===== config.mk =====
export PLATFORM = sky130hd
export DESIGN_NAME = tcesr_event_regs
export DESIGN_NICKNAME = d
export VERILOG_FILES = /design/src/tcesr_event_regs.v
export VERILOG_INCLUDE_DIRS = /design/src
export SDC_FILE = /design/constraint.sdc
export NUM_CORES = 1
export LEC_CHECK = 0
export ABC_AREA = 1
export BUFFER_PORTS_ARGS = -buffer_cell sky130_fd_sc_hd__buf_2
export CAP_MARGIN = 15
export CELL_PAD_IN_SITES_DETAIL_PLACEMENT = 0
export CELL_PAD_IN_SITES_GLOBAL_PLACEMENT = 1
export CORE_ASPECT_RATIO = 1.5
export CORE_UTILIZATION = 40
export CTS_CLUSTER_SIZE = 12
export DETAILED_ROUTE_END_ITERATION = 8
export HOLD_SLACK_MARGIN = 0.05
export MAX_ROUTING_LAYER = met4
export PLACE_DENSITY = 0.73
export SYNTH_ARGS = -nofsm -noshare
export SYNTH_HDL_FRONTEND = slang
export SYNTH_SLANG_ARGS = --single-unit

===== constraint.sdc =====
create_clock -name clk_sys -period 4.4 [get_ports clk_sys]
set_input_delay 0.44 -clock clk_sys [delete_from_list [all_inputs] [get_ports clk_sys]]
set_output_delay 0.44 -clock clk_sys [all_outputs]
set_load 0.005 [all_outputs]

===== src/tcesr_defines.vh =====
// Constants for the Type-C event, mask, status and connection-type registers.
// What this block does
// - Flags stay set until host writes one.
// - Flags set regardless of their mask bits.
// - Primary mask bits six..zero, reset zero.
// - Secondary mask bits two and one.
// - Orientation flag on leaving no-orientation.
// - VBUS flag on any valid change.
// - Auto-sink flag on change while enabled.
// - Current-level flag on status field change.
// - Detach flag on leaving attached states.
// - Attach flag on entering attached states.
// - Forced-role fail and done flags.
// - Attach status bit while attached.
// - Orientation status field bits five..four.
// - Current-level status in attached sink.
// - Safe-zero bit six, VBUS-valid bit three.
// - Status bit seven shows auto-sink active.
// - Connection-type role state bits six..three.
// - Active-cable bit when acting as source.
// - Audio accessory VBUS bits one, zero.
// - User bit five enables disconnect monitoring.
// - User bits three..two cap discharge time.
// - User bits one..zero select level debounce.
// - Global mask control bit zero, reset one.
// - Interrupt pin is active low.
`ifndef TCESR_DEFINES_VH
`define TCESR_DEFINES_VH

// Register offsets.
`define TCESR_ADDR_CONTROL 8'h04
`define TCESR_ADDR_MASK_PRI 8'h0E
`define TCESR_ADDR_MASK_SEC 8'h0F
`define TCESR_ADDR_STATUS 8'h11
`define TCESR_ADDR_CONN_TYPE 8'h13
`define TCESR_ADDR_FLAGS_PRI 8'h14
`define TCESR_ADDR_FLAGS_SEC 8'h15
`define TCESR_ADDR_USER 8'h16

// Reset values.
`define TCESR_RST_CONTROL_GMASK 1'b1
`define TCESR_RST_MASK_PRI 7'h00
`define TCESR_RST_MASK_SEC 2'h0
`define TCESR_RST_USER 8'h92

// Field positions.
`define TCESR_BIT_ORIENT 6
`define TCESR_BIT_VBUS 4
`define TCESR_BIT_ASNK 3
`define TCESR_BIT_LVL 2
`define TCESR_BIT_DETACH 1
`define TCESR_BIT_ATTACH 0
`define TCESR_BIT_FRC_FAIL 2
`define TCESR_BIT_FRC_DONE 1
`define TCESR_BIT_DSCNT_EN 5
`define TCESR_MSB_DSG 3
`define TCESR_LSB_DSG 2
`define TCESR_MSB_DEB 1
`define TCESR_LSB_DEB 0

// Orientation codes.
`define TCESR_ORIENT_NONE 2'h0
`define TCESR_ORIENT_LINE1 2'h1
`define TCESR_ORIENT_LINE2 2'h2

// Timing: clock rate and times in microseconds, cycle counts derived.
`define TCESR_CLK_MHZ 40
`define TCESR_T_DSG1_US 15000
`define TCESR_T_DSG2_US 50000
`define TCESR_T_DSG3_US 100000
`define TCESR_T_DEB0_US 500
`define TCESR_T_DEB1_US 3000
`define TCESR_T_DEB2_US 12000
`define TCESR_T_DEB3_US 18000
// Cycle counts are the times above at the clock rate, sized to the counter width.
`define TCESR_CYC_DSG1 23'd600000
`define TCESR_CYC_DSG2 23'd2000000
`define TCESR_CYC_DSG3 23'd4000000
`define TCESR_CYC_DEB0 23'd20000
`define TCESR_CYC_DEB1 23'd120000
`define TCESR_CYC_DEB2 23'd480000
`define TCESR_CYC_DEB3 23'd720000
`define TCESR_CNT_W 23

`endif


===== src/tcesr_event_regs.v =====
// Event flag, mask, status, connection-type and user-setting register logic.
`timescale 1ns/1ps
`default_nettype none
`include "tcesr_defines.vh"

module tcesr_event_regs #(
  parameter [`TCESR_CNT_W-1:0] DSG1_CYC = `TCESR_CYC_DSG1,
  parameter [`TCESR_CNT_W-1:0] DSG2_CYC = `TCESR_CYC_DSG2,
  parameter [`TCESR_CNT_W-1:0] DSG3_CYC = `TCESR_CYC_DSG3,
  parameter [`TCESR_CNT_W-1:0] DEB0_CYC = `TCESR_CYC_DEB0,
  parameter [`TCESR_CNT_W-1:0] DEB1_CYC = `TCESR_CYC_DEB1,
  parameter [`TCESR_CNT_W-1:0] DEB2_CYC = `TCESR_CYC_DEB2,
  parameter [`TCESR_CNT_W-1:0] DEB3_CYC = `TCESR_CYC_DEB3
) (
  input wire clk_sys,
  input wire reset_n,
  input wire [7:0] reg_addr,
  input wire reg_wr_en,
  input wire [7:0] reg_wr_data,
  input wire reg_rd_en,
  output reg [7:0] reg_rd_data,
  input wire in_attached_src,
  input wire in_attached_snk,
  input wire in_debug_sink,
  input wire in_audio,
  input wire in_debug_src,
  input wire [1:0] orient_status,
  input wire vbus_valid,
  input wire vbus_safe_zero,
  input wire auto_sink_en,
  input wire auto_sink_active,
  input wire [1:0] current_level_raw,
  input wire active_cable_seen,
  input wire forced_role_fail,
  input wire forced_role_done,
  input wire discharge_request,
  output reg vbus_discharge_on,
  output wire line_disconnect_monitor_en,
  output wire [1:0] level_debounce_sel,
  output wire [1:0] discharge_time_cap,
  output wire [1:0] current_level_status,
  output reg interrupt_n
);

  localparam CW = `TCESR_CNT_W;

  // Debounce length for a level-change select code.
  function [CW-1:0] deb_len;
    input [1:0] sel;
    begin
      case (sel)
        2'h0: deb_len = DEB0_CYC;
        2'h1: deb_len = DEB1_CYC;
        2'h2: deb_len = DEB2_CYC;
        default: deb_len = DEB3_CYC;
      endcase
    end
  endfunction

  // Discharge cap length for a cap code; code zero is handled by the caller.
  function [CW-1:0] dsg_len;
    input [1:0] sel;
    begin
      case (sel)
        2'h1: dsg_len = DSG1_CYC;
        2'h2: dsg_len = DSG2_CYC;
        default: dsg_len = DSG3_CYC;
      endcase
    end
  endfunction

  reg gmask_q;
  reg [6:0] mask_pri_q;
  reg [1:0] mask_sec_q;
  reg [7:0] user_q;
  reg [6:0] flags_pri_q;
  reg [6:0] flags_pri_d;
  reg [1:0] flags_sec_q;
  reg [1:0] flags_sec_d;
  reg [4:0] att_state_q;
  reg [1:0] orient_q;
  reg vbus_q;
  reg asnk_q;
  reg [1:0] lvl_q;
  reg [1:0] lvl_cand_q;
  reg [1:0] lvl_stable_q;
  reg [CW-1:0] deb_cnt_q;
  reg [CW-1:0] dsg_cnt_q;
  reg [7:0] rd_mux;

  wire attached_now;
  wire [4:0] att_state;
  wire wr_flags_pri;
  wire wr_flags_sec;
  wire [7:0] status_val;
  wire [7:0] conn_val;
  wire [6:0] set_pri;
  wire [1:0] set_sec;
  wire pending;

  // Any of the five connected states counts as attached.
  assign attached_now = in_attached_src | in_attached_snk | in_debug_sink | in_audio | in_debug_src;
  assign att_state = {in_debug_src, in_debug_sink, in_audio, in_attached_snk, in_attached_src};

  // User setting fields steer the surrounding detection logic directly.
  assign line_disconnect_monitor_en = user_q[`TCESR_BIT_DSCNT_EN];
  assign discharge_time_cap = user_q[`TCESR_MSB_DSG:`TCESR_LSB_DSG];
  assign level_debounce_sel = user_q[`TCESR_MSB_DEB:`TCESR_LSB_DEB];

  // The level field only carries meaning in the attached sink state.
  assign current_level_status = in_attached_snk ? lvl_stable_q : 2'h0;

  // Live status word.
  assign status_val = {auto_sink_active,
                       vbus_safe_zero,
                       orient_status,
                       vbus_valid,
                       current_level_status,
                       attached_now};

  // Connection-type word; audio bits split by VBUS validity.
  assign conn_val = {1'b0,
                     in_debug_src,
                     in_debug_sink,
                     in_attached_snk,
                     in_attached_src,
                     active_cable_seen & in_attached_src,
                     in_audio & vbus_valid,
                     in_audio & ~vbus_valid};

  // Event detection from the previous sample, forced-role flags straight from their inputs; masks play no part here.
  assign set_pri[`TCESR_BIT_ORIENT] = (orient_q == `TCESR_ORIENT_NONE) &&
    ((orient_status == `TCESR_ORIENT_LINE1) || (orient_status == `TCESR_ORIENT_LINE2));
  assign set_pri[5] = 1'b0;
  assign set_pri[`TCESR_BIT_VBUS] = vbus_q ^ vbus_valid;
  assign set_pri[`TCESR_BIT_ASNK] = auto_sink_en & (asnk_q ^ auto_sink_active);
  assign set_pri[`TCESR_BIT_LVL] = lvl_q != current_level_status;
  // Each connected state is tracked on its own, so a direct move between two
  // connected states still reports both the exit and the entry.
  assign set_pri[`TCESR_BIT_DETACH] = |(att_state_q & ~att_state);
  assign set_pri[`TCESR_BIT_ATTACH] = |(~att_state_q & att_state);
  assign set_sec = {forced_role_fail, forced_role_done};

  assign wr_flags_pri = reg_wr_en && (reg_addr == `TCESR_ADDR_FLAGS_PRI);
  assign wr_flags_sec = reg_wr_en && (reg_addr == `TCESR_ADDR_FLAGS_SEC);

  // Write-one-to-clear; a new event in the same cycle wins over the clear.
  always @*
  begin
    flags_pri_d = flags_pri_q;
    flags_sec_d = flags_sec_q;
    if (wr_flags_pri)
    begin
      flags_pri_d = flags_pri_q & ~reg_wr_data[6:0];
    end
    if (wr_flags_sec)
    begin
      flags_sec_d = flags_sec_q & ~reg_wr_data[2:1];
    end
    flags_pri_d = flags_pri_d | set_pri;
    flags_sec_d = flags_sec_d | set_sec;
  end

  // Flags and previous-sample trackers.
  always @(posedge clk_sys or negedge reset_n)
  begin
    if (!reset_n)
    begin
      flags_pri_q <= 7'h00;
      flags_sec_q <= 2'h0;
      att_state_q <= 5'h00;
      orient_q <= `TCESR_ORIENT_NONE;
      vbus_q <= 1'b0;
      asnk_q <= 1'b0;
      lvl_q <= 2'h0;
    end
    else
    begin
      flags_pri_q <= flags_pri_d;
      flags_sec_q <= flags_sec_d;
      att_state_q <= att_state;
      orient_q <= orient_status;
      vbus_q <= vbus_valid;
      asnk_q <= auto_sink_active;
      lvl_q <= current_level_status;
    end
  end

  // Writable control, mask and user-setting registers.
  always @(posedge clk_sys or negedge reset_n)
  begin
    if (!reset_n)
    begin
      gmask_q <= `TCESR_RST_CONTROL_GMASK;
      mask_pri_q <= `TCESR_RST_MASK_PRI;
      mask_sec_q <= `TCESR_RST_MASK_SEC;
      user_q <= `TCESR_RST_USER;
    end
    else if (reg_wr_en)
    begin
      case (reg_addr)
        `TCESR_ADDR_CONTROL: gmask_q <= reg_wr_data[0];
        `TCESR_ADDR_MASK_PRI: mask_pri_q <= reg_wr_data[6:0];
        `TCESR_ADDR_MASK_SEC: mask_sec_q <= reg_wr_data[2:1];
        `TCESR_ADDR_USER: user_q <= reg_wr_data;
        default: user_q <= user_q;
      endcase
    end
  end

  // Level debounce: a new level must hold for the selected time before it counts.
  always @(posedge clk_sys or negedge reset_n)
  begin
    if (!reset_n)
    begin
      lvl_cand_q <= 2'h0;
      lvl_stable_q <= 2'h0;
      deb_cnt_q <= {CW{1'b0}};
    end
    else if (current_level_raw != lvl_cand_q)
    begin
      lvl_cand_q <= current_level_raw;
      deb_cnt_q <= {CW{1'b0}};
    end
    else if (lvl_cand_q != lvl_stable_q)
    begin
      if (deb_cnt_q >= deb_len(level_debounce_sel) - 1'b1)
      begin
        lvl_stable_q <= lvl_cand_q;
        deb_cnt_q <= {CW{1'b0}};
      end
      else
      begin
        deb_cnt_q <= deb_cnt_q + 1'b1;
      end
    end
    else
    begin
      deb_cnt_q <= {CW{1'b0}};
    end
  end

  // Discharge cap: the output drops once the cap expires, even if still requested,
  // so a stuck request cannot load VBUS forever. A new request needs the request to fall, or the cap code to go to zero, first.
  always @(posedge clk_sys or negedge reset_n)
  begin
    if (!reset_n)
    begin
      vbus_discharge_on <= 1'b0;
      dsg_cnt_q <= {CW{1'b0}};
    end
    else if (!discharge_request || (discharge_time_cap == 2'h0))
    begin
      vbus_discharge_on <= 1'b0;
      dsg_cnt_q <= {CW{1'b0}};
    end
    else if (dsg_cnt_q < dsg_len(discharge_time_cap))
    begin
      vbus_discharge_on <= 1'b1;
      dsg_cnt_q <= dsg_cnt_q + 1'b1;
    end
    else
    begin
      vbus_discharge_on <= 1'b0;
    end
  end

  // Any latched, unmasked flag pulls the interrupt low unless globally masked.
  assign pending = ~gmask_q &&
    ((|(flags_pri_q & ~mask_pri_q)) || (|(flags_sec_q & ~mask_sec_q)));

  always @(posedge clk_sys or negedge reset_n)
  begin
    if (!reset_n)
    begin
      interrupt_n <= 1'b1;
    end
    else
    begin
      interrupt_n <= ~pending;
    end
  end

  // Read mux; unmapped offsets read zero and reserved bits read zero.
  always @*
  begin
    case (reg_addr)
      `TCESR_ADDR_CONTROL: rd_mux = {7'h00, gmask_q};
      `TCESR_ADDR_MASK_PRI: rd_mux = {1'b0, mask_pri_q};
      `TCESR_ADDR_MASK_SEC: rd_mux = {5'h00, mask_sec_q, 1'b0};
      `TCESR_ADDR_STATUS: rd_mux = status_val;
      `TCESR_ADDR_CONN_TYPE: rd_mux = conn_val;
      `TCESR_ADDR_FLAGS_PRI: rd_mux = {1'b0, flags_pri_q};
      `TCESR_ADDR_FLAGS_SEC: rd_mux = {5'h00, flags_sec_q, 1'b0};
      `TCESR_ADDR_USER: rd_mux = user_q;
      default: rd_mux = 8'h00;
    endcase
  end

  // Read data is captured on the read strobe and held until the next read.
  always @(posedge clk_sys or negedge reset_n)
  begin
    if (!reset_n)
    begin
      reg_rd_data <= 8'h00;
    end
    else if (reg_rd_en)
    begin
      reg_rd_data <= rd_mux;
    end
  end

endmodule // tcesr_event_regs
`default_nettype wire


---- After elaboration in Yosys (flattened, before gate mapping) ----
Index checks and enable logic that the tools add are counted.
word-level totals
  bits in registers ....................... 98
  input bits .............................. 37
  output and inout bits ................... 17
  word-level logic and storage cells ...... 105
operators by class
  $add $sub $neg .......................... 3
  $lt $le $gt $ge ......................... 2
  equal/unequal tests ..................... 17
  mux-type cells .......................... 16
  bitwise gates (word level) .............. 28
  reduce and logical (&&, ||, !) cells .... 21
operators by type and width
  operator               number
  $mux 23                8
  $pmux 8 s8             1
  $pmux 20 s3            1
  $add 23x1->23 const B  2
  $pmux 22 s2            1
  $eq 8x5->1 const B     5
  $ge 23x23->1           1
  $lt 23x23->1           1
  $sub 23x1->23 const B  1
  $eq 8x4->1 const B     2
  $and 7x7->7            2
  $not 7->7              2
  $and 5x5->5            2
  $not 5->5              2
  $reduce_or 5->1        2
  $eq 8x3->1 const B     1
  $reduce_and 2->1       4
  $mux 7                 1
  $or 7x7->7             1
  $reduce_or 7->1        1
  $eq 2x1->1 const B     3
  $eq 2x2->1 const B     3
  $logic_not 2->1        3
  $ne 2x2->1             3
  15 further kinds       34

---- Longest topological paths before layout ----
  depth in word-level cells ............... 9
  depth in mapped cells ................... 15
  depth with buffers taken out ............ 15

---- Least setup slack after synthesis ----
No wires, ideal clock.
  path type ............................... reg-to-reg
  from .................................... reg user_q[1]
  to ...................................... reg deb_cnt_q[0]
  setup time .............................. 0.120 ns
  arrival time ............................ 2.132 ns
  slack ................................... 2.148 ns
  stages on the path, launching flop included .. 14
  clock period less this slack ............ 2.252 ns
  cells stage by stage .................... dfstp_2 > inv_1 > ha_1 > inv_1 > ha_1 > nand2_1 > inv_1 > nand2_1 > nor2_1 > nand3_1 > and2_1 > nand4_1 > buf_2 > nor2_1
between the ends
  longest elaborated chain between the ends .. 9
  elaborated cells on any way between the ends .. 11
  classes of those cells .................. 1 x add/sub; 1 x order compare; 2 x eq/ne; 6 x mux; 1 x reduce/logical
RTL lines
  element                                   line                    text
  start, declared                           tcesr_event_regs.v:75   reg [7:0] user_q;
  start signal, assigned                    tcesr_event_regs.v:197  user_q <= `TCESR_RST_USER;
  start signal, assigned                    tcesr_event_regs.v:205  `TCESR_ADDR_USER: user_q <= reg_wr_data;
  start signal, assigned                    tcesr_event_regs.v:206  default: user_q <= user_q;
  $eq 2x2->1, or another cell as far along  tcesr_event_regs.v:51   case (sel)
  $pmux 20 s3 (*)                           tcesr_event_regs.v:51
  $mux 23 (*)                               tcesr_event_regs.v:225  else if (lvl_cand_q != lvl_stable_q)
  $mux 23 (*)                               tcesr_event_regs.v:220  else if (current_level_raw != lvl_cand_q)
  $sub 23x1->23 (*)                         tcesr_event_regs.v:227  if (deb_cnt_q >= deb_len(level_debounce_sel) - 1'b1)
  $ge 23x23->1 (*)                          tcesr_event_regs.v:227
  $mux 23 (*)                               tcesr_event_regs.v:227
  $mux 23 (*)                               tcesr_event_regs.v:225
  $mux 23 (*)                               tcesr_event_regs.v:220
  end signal, assigned                      tcesr_event_regs.v:218  deb_cnt_q <= {CW{1'b0}};
  end signal, assigned                      tcesr_event_regs.v:223  deb_cnt_q <= {CW{1'b0}};
  end signal, assigned                      tcesr_event_regs.v:230  deb_cnt_q <= {CW{1'b0}};
  end, declared                             tcesr_event_regs.v:87   reg [CW-1:0] deb_cnt_q;
Mark *: on every way between the ends. The rest lies on a longest branch, timed or not. The select of a mux whose other input is x is not followed.
A chain may end at the register's enable or synchronous reset.

---- Worst setup path after layout ----
  from .................................... reg user_q[1]
  to ...................................... reg deb_cnt_q[19]
The elaborated chain is that of the path after synthesis.

==> results.md <==
## Run status
- complete, no violations — result of the run

## STA
- 0 — pins over their slew limit
- no — unrepaired setup endpoints after global routing
- 6.74 ps — clock skew after layout
- 2950 ps — time the final worst path needs with I/O delays and setup
- 0 — setup violators final
- 0.339 GHz — fmax
- 0 ps — setup tns final
- 1450 ps — post-layout worst setup margin
- 180 ps — Post-Route Hold Slack
- 40.4% — worst relative slew slack
- 67.0% — fin crit share
- 0 — final hold violation count
- 895 ps — slew at the pin closest to its max-slew limit

## Floorplanning
- 0.0147 mm² — standard cell core area
- 54 — number of top-level pins
- 41.3% — initial core utilization
- 0.0157 mm² — Total Die Area
- 54 — placement row count
- 103 µm — Die X-Extent
- 153 µm — overall die height

## GRT
- 26,200 µm — first-pass GRT wire length
- 22.2% — total track usage
- 5,438 — via count of the first global-routing pass
- 0 — antenna violations before repair
- 67 — largest net degree at the start of global routing
- 0 — grt total ovfl

## Finish
- 11.4% — layout overhead on the synthesized area
- 928 — nets
- sky130_fd_sc_hd__nand2_1 — most frequent standard cell in the layout excluding fill and tap cells
- 0.00315 mm² — footprint of the multi-input gates
- sky130_fd_sc_hd__nand2_1 (225), sky130_fd_sc_hd__nor2_1 (94), sky130_fd_sc_hd__dfrtp_1 (93) — commonest cells after routing, fill and taps aside
- 1,576 — FILL cells
- 0 — n_diodes
- 11.6% — share of layout cells above drive strength 1
- 0.00677 mm² — post-route cell area
- 0.00246 mm² — Sequential Area

## Clock tree
- 350 ps — source-to-sink clock delay at the later pin of the worst-skew pair
- 98 — Sink Count
- 70 ps — clock-pin transition on the worst setup and hold timing paths
- sky130_fd_sc_hd__clkbuf_16 — root buffer cell
- 0 — number of hold-repair buffers added at the cts stage
- 3 — # H-tree levels
- 9 — Inserted Clock Buffers
- 2 — Clock Path Buffers
- done — clock tree from TritonCTS
- 0 — number of buffers inserted to repair setup after CTS
- 0 — number of gates given a new drive strength after cts

## Synth
- 0 — number of synthesized flops with an enable pin
- 0.00608 mm² — synthesized cell area
- 41 — distinct cell type count of the synthesized netlist
- 40.4% — sequential element share of the synthesized area
- 0 — count of yosys warnings during synthesis
- 38.3% — area share of the largest cell type after synthesis
- sky130_fd_sc_hd__dfrtp_1 — biggest area consumer among synthesized cells
- 805 — Post-Synthesis Cells
- sky130_fd_sc_hd__dfrtp_1 — Post-synth top flop
- 100% — ys async rst share
- sky130_fd_sc_hd__dfrtp_1 (38%), sky130_fd_sc_hd__nand2_1 (14%), sky130_fd_sc_hd__ha_1 (7.8%), sky130_fd_sc_hd__nand3_1 (7.5%), sky130_fd_sc_hd__nor2_1 (5.9%) — largest cells by area after synthesis
- 98 — number of storage elements in the synthesis netlist
- 7.55 µm² — average instance area after synthesis

## Worst hold path
- input pin to asynchronous set/reset pin — type of the most critical hold path

## Drt
- 0 — Post-DRT Antenna Nets
- 15,400 µm — total detailed-routing wirelength
- 0 — post-detailed-route DRC marker count
- 4 — number of optimization iterations in the first detailed-route pass
- 4.97 — vias per cell
- 14.6 µm — average wire length per cell after detail routing
- 204 — initial DRC count
- 5,233 — vias after detailed routing

## Place
- 0.00649 mm² — Cell Area, Placed
- 53 — I/O Buffers
- 11,600 µm — HPWL Detailed
- 1400 ps — worst slack at placement
- 0.890 — Final GP Congestion

## Power
- 283 mW/mm² — power per standard cell area
- 41.2% — clock group share of total power
- 0.000159 V — maximum ir drop on the vdd rail
- 3.51 nW — Pleak
- 49.6% — sequential group share of total power
- 25.4% — share of total power consumed by net switching
- 0.00143 W — internal power summed over all cells
- 9.2% — power share of the combinational group
- 0.000487 W — power spent charging and discharging nets

## Setup path
- 4650 ps — Req. time, crit path
- flip-flop — Startpoint Class
- flip-flop — Critical Path End Type
- 3190 ps — critical path data arrival time
- 21 — worst-path maximum fanout
- flip-flop to flip-flop — Worst Path Class, Setup

## Flow run
- 0 — reported max-cap violation count

kinds of logic (layout without fill, tap and decap cells):
logic type | Yosys count | after routing | share of synthesized area [%]
AO/OA/AOI/OAI | 70 | 70 | 6.48
XOR/XNOR | 33 | 33 | 4.75
adder cells (fa/ha/maj) | 38 | 38 | 7.82
buffers and inverters | 114 | 164 | 7.94
flip-flops | 98 | 98 | 40.4
other | 1 | 3 | 0.0617
AND/OR/NAND/NOR | 451 | 451 | 32.5
sequential cells by signal (all words and copies together), names as in the netlist, 5 cells and up:
signal,cells
flags_pri_q,7
dsg_cnt_q,23
user_q,8
deb_cnt_q,23
mask_pri_q,7
reg_rd_data,8
att_state_q,5
cell type report:
class                           count  share of cell area [%]
Tap cell                          196                    3.62
Clock inverter                      4                   0.794
Timing Repair Buffer               55                    4.17
Inverter                           94                    5.21
Clock buffer                       11                    3.44
Sequential cell                    98                    36.3
Multi-Input combinational cell    595                    46.5
final timing paths:
check | from | cells past startpoint | endpoint | slack, ps
setup / recovery | user_q[1] | 12 | deb_cnt_q[19] | 1450
min in group clk_sys | in_debug_src | 1 | att_state_q[4] | 220
max in group asynchronous | reset_n | 2 | gmask_q | 3170
hold reg to reg | deb_cnt_q[0] | 1 | deb_cnt_q[0] | 470
setup reg to reg | user_q[1] | 12 | deb_cnt_q[19] | 1450
hold / removal | reset_n | 1 | dsg_cnt_q[17] | 180
metrics by stage:
stage               power [W]  instances  utilization [%]
floorplan             0.00107        807                -
global placement      0.00114       1038             44.0
detailed placement    0.00115       1038             44.0
CTS                   0.00195       1053             46.0
global route          0.00201       1053             46.0
finish                0.00192       1053             46.0
power by group through the flow:
stage / Sequential [W] / Combinational (W) / Clock (W)
after global routing: 0.000957 / 0.000203 / 0.000851
after CTS: 0.000952 / 0.000181 / 0.000817
after floorplan: 0.000964 / 0.000103 / 0
after global placement: 0.000968 / 0.000175 / 0
after detailed placement: 0.000970 / 0.000180 / 0
final: 0.000953 / 0.000176 / 0.000792
worst max-delay path, stage by stage (launching register included):
cell and delay (ps):
sky130_fd_sc_hd__dfstp_2 590, sky130_fd_sc_hd__inv_1 130, sky130_fd_sc_hd__ha_1 320, sky130_fd_sc_hd__inv_1 60
sky130_fd_sc_hd__ha_1 280, sky130_fd_sc_hd__nand2_1 60, sky130_fd_sc_hd__nand2_1 40, sky130_fd_sc_hd__nand2_1 50
sky130_fd_sc_hd__nand2_1 50, sky130_fd_sc_hd__a21oi_1 160, sky130_fd_sc_hd__and2_1 150, sky130_fd_sc_hd__nand4_1 660
sky130_fd_sc_hd__nor2_1 290
per-layer routing:
metal  part of all wire (%)  global-route usage, %
met1                     42                   25.5
met2                     52                   38.3
met3                    3.0                   3.02
met4                    2.7                   8.44
met5                      0                      -
Yosys cell counts, types with 8 or more instances:
cell type / n
sky130_fd_sc_hd__inv_1: 92
sky130_fd_sc_hd__nand4_1: 8
sky130_fd_sc_hd__nand3_1: 91
sky130_fd_sc_hd__a21oi_1: 13
sky130_fd_sc_hd__dfrtp_1: 93
sky130_fd_sc_hd__ha_1: 38
sky130_fd_sc_hd__xnor2_1: 14
sky130_fd_sc_hd__xor2_1: 19
sky130_fd_sc_hd__o21ai_1: 9
sky130_fd_sc_hd__nor2_1: 95
sky130_fd_sc_hd__nand2_1: 225
sky130_fd_sc_hd__o21ai_0: 31
No activity file was read; power rests on OpenSTA's default activity.
